[src/hw/host_port_cfg.svh]
`ifndef HOST_PORT_CFG_SVH
`define HOST_PORT_CFG_SVH

// Synchroniser depth for every pin that enters the clk domain.
`define HP_SYNC_STAGES 2

// Highest clock rate that the shared clock pin carries in each mode.
`define HP_SPI_MAX_HZ 26000000
`define HP_I2C_MAX_HZ 1000000

// Core clock rate.
`define HP_CLK_HZ 10000000

// Position of each pin in the synchronised pin vector.
`define HP_PIN_SEL    0
`define HP_PIN_CLK    1
`define HP_PIN_STRAP0 2
`define HP_PIN_STRAP1 3
`define HP_PIN_SDA    4
`define HP_PIN_RST    5
`define HP_PIN_COUNT  6

// Reset values.
`define HP_RST_PINS   6'h3F
`define HP_RST_ADDR   4'h0

`endif

[src/hw/host_port_pkg.sv]
package host_port_pkg;

    // Mode of the shared host pins, one-hot.
    typedef enum logic [1:0] {
        MODE_I2C = 2'b01,
        MODE_SPI = 2'b10
    } host_mode_e;

    // What an address strap pin is tied to.
    typedef enum logic [1:0] {
        STRAP_GND = 2'h0,
        STRAP_VL  = 2'h1,
        STRAP_SCL = 2'h2,
        STRAP_SDA = 2'h3
    } strap_code_e;

endpackage

[src/hw/strap_if.sv]
`timescale 1ns/1ps
interface strap_if;
    import host_port_pkg::*;

    logic        enable;
    logic        scl;
    logic        sda;
    logic [1:0]  strap;
    strap_code_e code [2];
    logic        valid;

    modport decoder (
        input  enable,
        input  scl,
        input  sda,
        input  strap,
        output code,
        output valid
    );

    modport user (
        output enable,
        output scl,
        output sda,
        output strap,
        input  code,
        input  valid
    );
endinterface

[src/hw/addr_strap_decode.sv]
`timescale 1ns/1ps
module addr_strap_decode
    import host_port_pkg::*;
(
    input  wire logic clk,
    input  wire logic rst_b,
    strap_if.decoder  sif
);

    // Each strap keeps four candidates: ground, supply, SCL and SDA.
    // A candidate drops out on the first sample that contradicts it, so
    // a strap tied to a bus line is told apart once the bus moves.
    logic [3:0] cand [2];
    logic [1:0] single;

    genvar i;
    generate
        for (i = 0; i < 2; i++) begin : g_strap
            always_ff @(posedge clk or negedge rst_b) begin
                if (!rst_b) begin
                    cand[i] <= 4'hF;
                end else if (!sif.enable) begin
                    cand[i] <= 4'hF;
                end else begin
                    cand[i] <= cand[i] & {sif.strap[i] == sif.sda, // RL6
                                          sif.strap[i] == sif.scl,
                                          sif.strap[i],
                                          !sif.strap[i]};
                end
            end

            assign single[i] = $onehot(cand[i]);

            always_ff @(posedge clk or negedge rst_b) begin
                if (!rst_b) begin
                    sif.code[i] <= STRAP_GND;
                end else if (single[i]) begin
                    unique case (1'b1)
                        cand[i][0]: sif.code[i] <= STRAP_GND; // RL6
                        cand[i][1]: sif.code[i] <= STRAP_VL;
                        cand[i][2]: sif.code[i] <= STRAP_SCL;
                        cand[i][3]: sif.code[i] <= STRAP_SDA;
                    endcase
                end
            end
        end
    endgenerate

    always_ff @(posedge clk or negedge rst_b) begin
        if (!rst_b) begin
            sif.valid <= 1'b0;
        end else begin
            sif.valid <= sif.enable & (&single);
        end
    end

endmodule // addr_strap_decode

[src/hw/host_port_pin_select.sv]
`timescale 1ns/1ps
`include "host_port_cfg.svh"

// What this block does
// RL1: A high selector puts the shared pins in SPI target mode, low in I2C.
// RL2: The data pin is the MISO output in SPI mode and the SDA line in I2C.
// RL3: The clock pin is SCLK (to 26 MHz) in SPI mode, SCL (to 1 MHz) in I2C; SCLK is sampled at the 10 MHz core clock, which misses edges at 26 MHz.
// RL4: The select/strap-0 pin is the active-low chip select in SPI mode.
// RL5: The data-in/strap-1 pin is MOSI in SPI mode and strap 1 in I2C mode.
// RL6: Each strap ties to SDA, SCL, ground or supply and sets the address.
// RL7: The open-drain interrupt output pulls low while an interrupt pends.
// RL8: While the reset pin is low every UART channel is held in reset.
// RL9: While in reset the oscillator and PLL are stopped; this block only clears oscEnable and has no PLL control.
// RL10: The host changes the selector only while the device is in reset.
module host_port_pin_select
    import host_port_pkg::*;
#(
    parameter int SYNC_STAGES = `HP_SYNC_STAGES
) (
    input  wire logic       clk,
    input  wire logic       rst_b,
    input  wire logic       hostIfSelect,
    input  wire logic       clkPin,
    input  wire logic       selectOrAddrStrap0,
    input  wire logic       dataInOrAddrStrap1,
    input  wire logic       serialDataIn,
    input  wire logic       deviceReset_b,
    input  wire logic       misoData,
    input  wire logic       sdaDriveLow,
    input  wire logic       irqPending,
    output logic            serialDataOut,
    output logic            serialDataOe,
    output logic            irqOut,
    output logic            irqOe,
    output logic            spiMode,
    output logic            spiSclkRise,
    output logic            spiSclkFall,
    output logic            spiSelect_b,
    output logic            spiMosi,
    output logic            i2cScl,
    output logic            i2cSdaIn,
    output logic [3:0]      i2cAddrCode,
    output logic            i2cAddrValid,
    output logic            uartReset,
    output logic            oscEnable
);

    localparam int SPI_HALF_NS = 1000000000 / (2 * `HP_SPI_MAX_HZ);
    localparam int I2C_HALF_CYC = `HP_CLK_HZ / (2 * `HP_I2C_MAX_HZ);

    if (SYNC_STAGES < 2) begin : g_bad_sync
        $error("SYNC_STAGES must be at least 2");
    end

    logic [`HP_PIN_COUNT-1:0] syncStage [SYNC_STAGES];
    logic [`HP_PIN_COUNT-1:0] pins;
    logic [`HP_PIN_COUNT-1:0] rawPins;
    logic [SYNC_STAGES-1:0]   primed;
    logic                     pinsLive;
    logic                     prevClk;
    logic                     inReset;
    host_mode_e               mode;
    strap_if                  sif ();

    assign rawPins = {deviceReset_b, serialDataIn, dataInOrAddrStrap1,
                      selectOrAddrStrap0, clkPin, hostIfSelect};

    genvar s;
    generate
        for (s = 0; s < SYNC_STAGES; s++) begin : g_sync
            always_ff @(posedge clk or negedge rst_b) begin
                if (!rst_b) begin
                    syncStage[s] <= `HP_RST_PINS;
                end else if (s == 0) begin
                    syncStage[s] <= rawPins;
                end else begin
                    syncStage[s] <= syncStage[(s == 0) ? 0 : s - 1];
                end
            end
        end
    endgenerate

    assign pins = syncStage[SYNC_STAGES-1];
    assign inReset = !pins[`HP_PIN_RST];

    // The synchroniser shows its reset values, not pin levels, until it
    // has been refilled; the strap decoder must not learn from those.
    always_ff @(posedge clk or negedge rst_b) begin
        if (!rst_b) begin
            primed <= '0;
        end else begin
            primed <= {primed[SYNC_STAGES-2:0], 1'b1};
        end
    end

    assign pinsLive = primed[SYNC_STAGES-1];

    // The mode follows the selector only while the device sits in reset,
    // so a transfer in flight can never be cut in two.
    always_ff @(posedge clk or negedge rst_b) begin
        if (!rst_b) begin
            mode <= MODE_I2C;
        end else if (inReset) begin // RL10
            mode <= pins[`HP_PIN_SEL] ? MODE_SPI : MODE_I2C; // RL1
        end
    end

    always_ff @(posedge clk or negedge rst_b) begin
        if (!rst_b) begin
            spiMode <= 1'b0;
        end else begin
            spiMode <= (mode == MODE_SPI); // RL1
        end
    end

    always_ff @(posedge clk or negedge rst_b) begin
        if (!rst_b) begin
            uartReset <= 1'b1;
            oscEnable <= 1'b0;
        end else begin
            uartReset <= inReset; // RL8
            oscEnable <= !inReset; // RL9
        end
    end

    // Clock pin: edges in SPI mode, a level in I2C mode.
    always_ff @(posedge clk or negedge rst_b) begin
        if (!rst_b) begin
            prevClk     <= 1'b1;
            spiSclkRise <= 1'b0;
            spiSclkFall <= 1'b0;
            i2cScl      <= 1'b1;
        end else begin
            prevClk     <= pins[`HP_PIN_CLK];
            spiSclkRise <= (mode == MODE_SPI) && !inReset // RL3
                           && pins[`HP_PIN_CLK] && !prevClk;
            spiSclkFall <= (mode == MODE_SPI) && !inReset // RL3
                           && !pins[`HP_PIN_CLK] && prevClk;
            i2cScl      <= (mode == MODE_I2C) ? pins[`HP_PIN_CLK] : 1'b1;
        end
    end

    always_ff @(posedge clk or negedge rst_b) begin
        if (!rst_b) begin
            spiSelect_b <= 1'b1;
            spiMosi     <= 1'b0;
            i2cSdaIn    <= 1'b1;
        end else if (mode == MODE_SPI) begin
            spiSelect_b <= pins[`HP_PIN_STRAP0] | inReset; // RL4
            spiMosi     <= pins[`HP_PIN_STRAP1]; // RL5
            i2cSdaIn    <= 1'b1;
        end else begin
            spiSelect_b <= 1'b1; // RL4
            spiMosi     <= 1'b0; // RL5
            i2cSdaIn    <= pins[`HP_PIN_SDA]; // RL2
        end
    end

    // Shared data pin: MISO while selected in SPI mode, open-drain SDA in I2C mode, else released.
    always_ff @(posedge clk or negedge rst_b) begin
        if (!rst_b) begin
            serialDataOut <= 1'b0;
            serialDataOe  <= 1'b0;
        end else if (inReset) begin
            serialDataOut <= 1'b0;
            serialDataOe  <= 1'b0;
        end else if (mode == MODE_SPI) begin
            serialDataOut <= misoData; // RL2
            serialDataOe  <= !pins[`HP_PIN_STRAP0];
        end else begin
            serialDataOut <= 1'b0; // RL2
            serialDataOe  <= sdaDriveLow;
        end
    end

    always_ff @(posedge clk or negedge rst_b) begin
        if (!rst_b) begin
            irqOut <= 1'b0;
            irqOe  <= 1'b0;
        end else begin
            irqOut <= 1'b0;
            irqOe  <= irqPending; // RL7
        end
    end

    assign sif.enable = (mode == MODE_I2C) && !inReset && pinsLive; // RL6
    assign sif.scl    = pins[`HP_PIN_CLK];
    assign sif.sda    = pins[`HP_PIN_SDA];
    assign sif.strap  = {pins[`HP_PIN_STRAP1], pins[`HP_PIN_STRAP0]}; // RL4

    addr_strap_decode u_decode (
        .clk   (clk),
        .rst_b (rst_b),
        .sif   (sif.decoder)
    );

    always_ff @(posedge clk or negedge rst_b) begin
        if (!rst_b) begin
            i2cAddrCode  <= `HP_RST_ADDR;
            i2cAddrValid <= 1'b0;
        end else begin
            i2cAddrCode  <= {sif.code[1], sif.code[0]}; // RL6
            i2cAddrValid <= sif.valid;
        end
    end
endmodule // host_port_pin_select

[config.mk]
export PLATFORM = sky130hd
export DESIGN_NAME = host_port_pin_select
export DESIGN_NICKNAME = d
export VERILOG_FILES = /design/src/hw/host_port_pkg.sv /design/src/hw/strap_if.sv /design/src/hw/addr_strap_decode.sv /design/src/hw/host_port_pin_select.sv
export VERILOG_INCLUDE_DIRS = /design/src /design/src/hw
export SDC_FILE = /design/constraint.sdc
export NUM_CORES = 1
export LEC_CHECK = 0
export ABC_AREA = 1
export BUFFER_PORTS_ARGS = -buffer_cell sky130_fd_sc_hd__buf_2
export CAP_MARGIN = 15
export CORE_AREA = 2 2 63 65
export DETAILED_ROUTE_END_ITERATION = 7
export DIE_AREA = 0 0 65 67
export PLACE_DENSITY = 0.83
export SLEW_MARGIN = 20
export SYNTH_ARGS = -nofsm -noshare
export SYNTH_HDL_FRONTEND = slang
export SYNTH_SLANG_ARGS = --single-unit
export TNS_END_PERCENT = 5
[constraint.sdc]
create_clock -name clk -period 1.8 [get_ports clk]
set_input_delay 0 -clock clk [delete_from_list [all_inputs] [get_ports clk]]
set_output_delay 0 -clock clk [all_outputs]
set_load 0.03 [all_outputs]
==> flow_summary.json <==
{
  "status": "finished, violations left",
  "failed_checks": "negative setup slack",
  "maxUsedRoutingLayer": "met4",
  "period_needed_ns": 1.84,
  "diodes": 0,
  "wl_met1_mm": 1.14,
  "layout-drive-gt1-share_pct": 42.6,
  "track_usage_pct": 14.5,
  "synth-simple-area-share_pct": 13.1,
  "dieArea_um2": 4360,
  "finish.utilization_pct": 61.2,
  "drtIter0Drc": 26,
  "cts_tree": "yes",
  "syn_area_per_cell_um2": 12.1,
  "yosysUniqueCellTypes": 15,
  "ys_seq_area_share_pct": 71.1,
  "path_class": "flop to flop",
  "yosysTopAreaCell": "dfstp_2",
  "drc_errors": 0,
  "hold_ws_ns": 0.136,
  "core_area_um2": 3610,
  "vias": 1065,
  "yosysTopAreaCellShare_pct": 40.2,
  "min_path_type": "input pin to asynchronous set/reset pin",
  "insertion_delay_ns": 0.30,
  "start_kind": "flop",
  "rsz0062_at_grt": "true",
  "path_max_fanout": 5,
  "hold_violations": 0,
  "dr_wl_met3_um": 156,
  "wire_per_inst_um": 11.3,
  "start_util_pct": 47.2,
  "cts-root-buf": "clkbuf_8",
  "fin_crit_sh_pct": 102,
  "crit_path_end_kind": "flop",
  "die_w_um": 65,
  "ys_ff_latch": 47,
  "synth_top_family_by_area": "simple AND/OR/NAND/NOR gates",
  "fmax_ghz": 0.543,
  "muxShareOfSynthArea_pct": 0,
  "synth_xor_area_share_pct": 0,
  "firstDrtPassIters": 4,
  "cts.sinks": 47,
  "synthToLayoutAreaGrowth_pct": 29.7,
  "dieHeight_um": 67,
  "rows": 22,
  "nets": 210,
  "synth-warning-count": 0,
  "reg2reg_slack_ns": -0.04,
  "drv_slew": 0,
  "post_cts_buffers": 0,
  "r2r_cells": 9,
  "cts.clk_slew.worst_paths_ns": 0.09,
  "yosys-top-cells-area": "dfstp_2 (40%), dfrtp_1 (31%), nand2_1 (7.7%), ha_1 (5.9%), inv_1 (4.2%)",
  "netlist_instances": 140,
  "grt_overflow": 0,
  "finalClockSkew_ns": 0.00931,
  "port_buffers": 27,
  "pin_count": 29,
  "antenna_found_initial": 0,
  "vdd_drop_max_mv": 0.726,
  "wl_met2_mm": 1.36,
  "maxCapViolations": 0,
  "ctsLongestPathBuffers": 2,
  "yosys.area_share.adder_pct": 8.24,
  "setup_viol": 5,
  "rr_endpoint": "u_decode.sif.code[2]$_DFFE_PN0N_",
  "via_per_inst": 4.47,
  "dp_hpwl_mm": 1.82,
  "setup_ws_ns": -0.0425,
  "grt_pass1_wl_mm": 4.60,
  "grt_max_degree": 20,
  "synth_area_um2": 1700,
  "grt_pass1_vias": 1055,
  "crit_required_ns": 2.00,
  "synth_nets": 161,
  "arrival_ns": 2.04,
  "leakagePower_nw": 1.11,
  "antenna_left": 0,
  "routed_wirelength_mm": 2.69,
  "finalWeightedCongestion": 0.796,
  "numCtsBuffers": 5,
  "rr_startpoint": "u_decode.cand[7]$_DFF_PN1_",
  "powerDensity_nw_per_um2": 1000,
  "synth_compound_area_share_pct": 2.50,
  "htreeDepth": 2
}
==> sequential cells by signal, summed over array words and instances (netlist names), 2 cells and up <==
register / cells
pins: 6
syncStage: 6
primed: 2
mode: 2
u_decode.sif.code: 4
u_decode.cand: 8
i2cAddrCode: 4
==> critical path, cell delays in order (launching register included) <==
cell and delay (ns):
dfstp_2 0.54, inv_2 0.05, ha_4 0.24, ha_4 0.15, fa_1 0.49, inv_2 0.05, nand3_4 0.07, inv_1 0.05
nand2_1 0.06, nand2_1 0.05
==> what timing repair did <==
item,4_1_cts,5_1_grt
pin swaps,2,0
endpoints found under the setup margin,5,5
endpoints found under the hold margin,27,0
gates resized for setup,4,4
hold buffers,10,0
==> where the power goes <==
part / switching, mW / total [mW] / internal, mW
sequential: 0.0428 / 1.23 / 1.19
clock: 0.372 / 0.665 / 0.293
combinational: 0.216 / 0.322 / 0.105
total: 0.631 / 2.22 / 1.59
==> logic make-up (layout without fill, tap and decap cells) <==
| family | count (synthesis) | after routing |
|---|---|---|
| and+or+nand+nor | 53 | 53 |
| DFF | 47 | 47 |
| buffers and inverters | 20 | 70 |
| adders and majority gates | 10 | 10 |
| AOI/OAI and AO/OA | 8 | 8 |
| other | 2 | 2 |
==> layout by cell type, fill, tap and decap left out, drive strengths merged <==
master	instances
buf	33
clkbuf	5
conb	2
dfrtp	21
dfstp	26
dlygate4sd3	10
fa	2
ha	8
inv	22
nand2	37
nand3	7
nor2	9
o21a	1
o21ai	7
==> layer usage <==
layer	vias to the layer above	GRT usage (%)
met2	32	24.1
met5	-	0
met1	510	16.9
met4	0	4.52
met3	7	6.25
li1	516	-
==> cell usage after synthesis (all sizes together) <==
library cell	instances
buf	1
conb	2
dfrtp	21
dfstp	26
fa	2
ha	8
inv	19
nand2	37
nand3	7
nor2	9
o21a	1
o21ai	7
==> how the worst max path moves through the flow <==
stage / start / to / depth (start not counted) / slack [ns]
CTS: u_decode.cand[7]$_DFF_PN1_ / u_decode.sif.code[2]$_DFFE_PN0N_ / 9 / -0.06
detailed placement: u_decode.cand[2]$_DFF_PN1_ / u_decode.sif.code[1]$_DFFE_PN0N_ / 8 / -0.06
global placement: u_decode.cand[7]$_DFF_PN1_ / u_decode.sif.code[2]$_DFFE_PN0N_ / 9 / -0.02
global route: u_decode.cand[3]$_DFF_PN1_ / u_decode.sif.code[1]$_DFFE_PN0N_ / 8 / -0.18
finish: u_decode.cand[7]$_DFF_PN1_ / u_decode.sif.code[2]$_DFFE_PN0N_ / 9 / -0.04
floorplan: u_decode.cand[3]$_DFF_PN1_ / u_decode.sif.code[1]$_DFFE_PN0N_ / 8 / -0.01
==> layout make-up <==
type,instances,area [µm²]
sequential,47,1210
tap,48,60.1
fill,286,1400
clock buffer,5,68.8
timing repair buffer,43,280
inverter,19,71.3
clock inverter,3,28.8
multi-input combinational,73,488
==> metrics by stage <==
stage	power (mW)	area [µm²]	std cells	TNS [ns]	worst slack (ns)
after floorplan	1.44	1740	140	-0.0135	-0.0135
after global placement	1.54	1970	220	-0.0625	-0.0213
after detailed placement	1.54	1970	220	-0.237	-0.0621
after CTS	2.22	2190	238	-0.216	-0.0635
after global routing	2.32	2210	238	-0.722	-0.176
final	2.22	2210	238	-0.159	-0.0425
No activity file was read; power rests on OpenSTA's default activity.
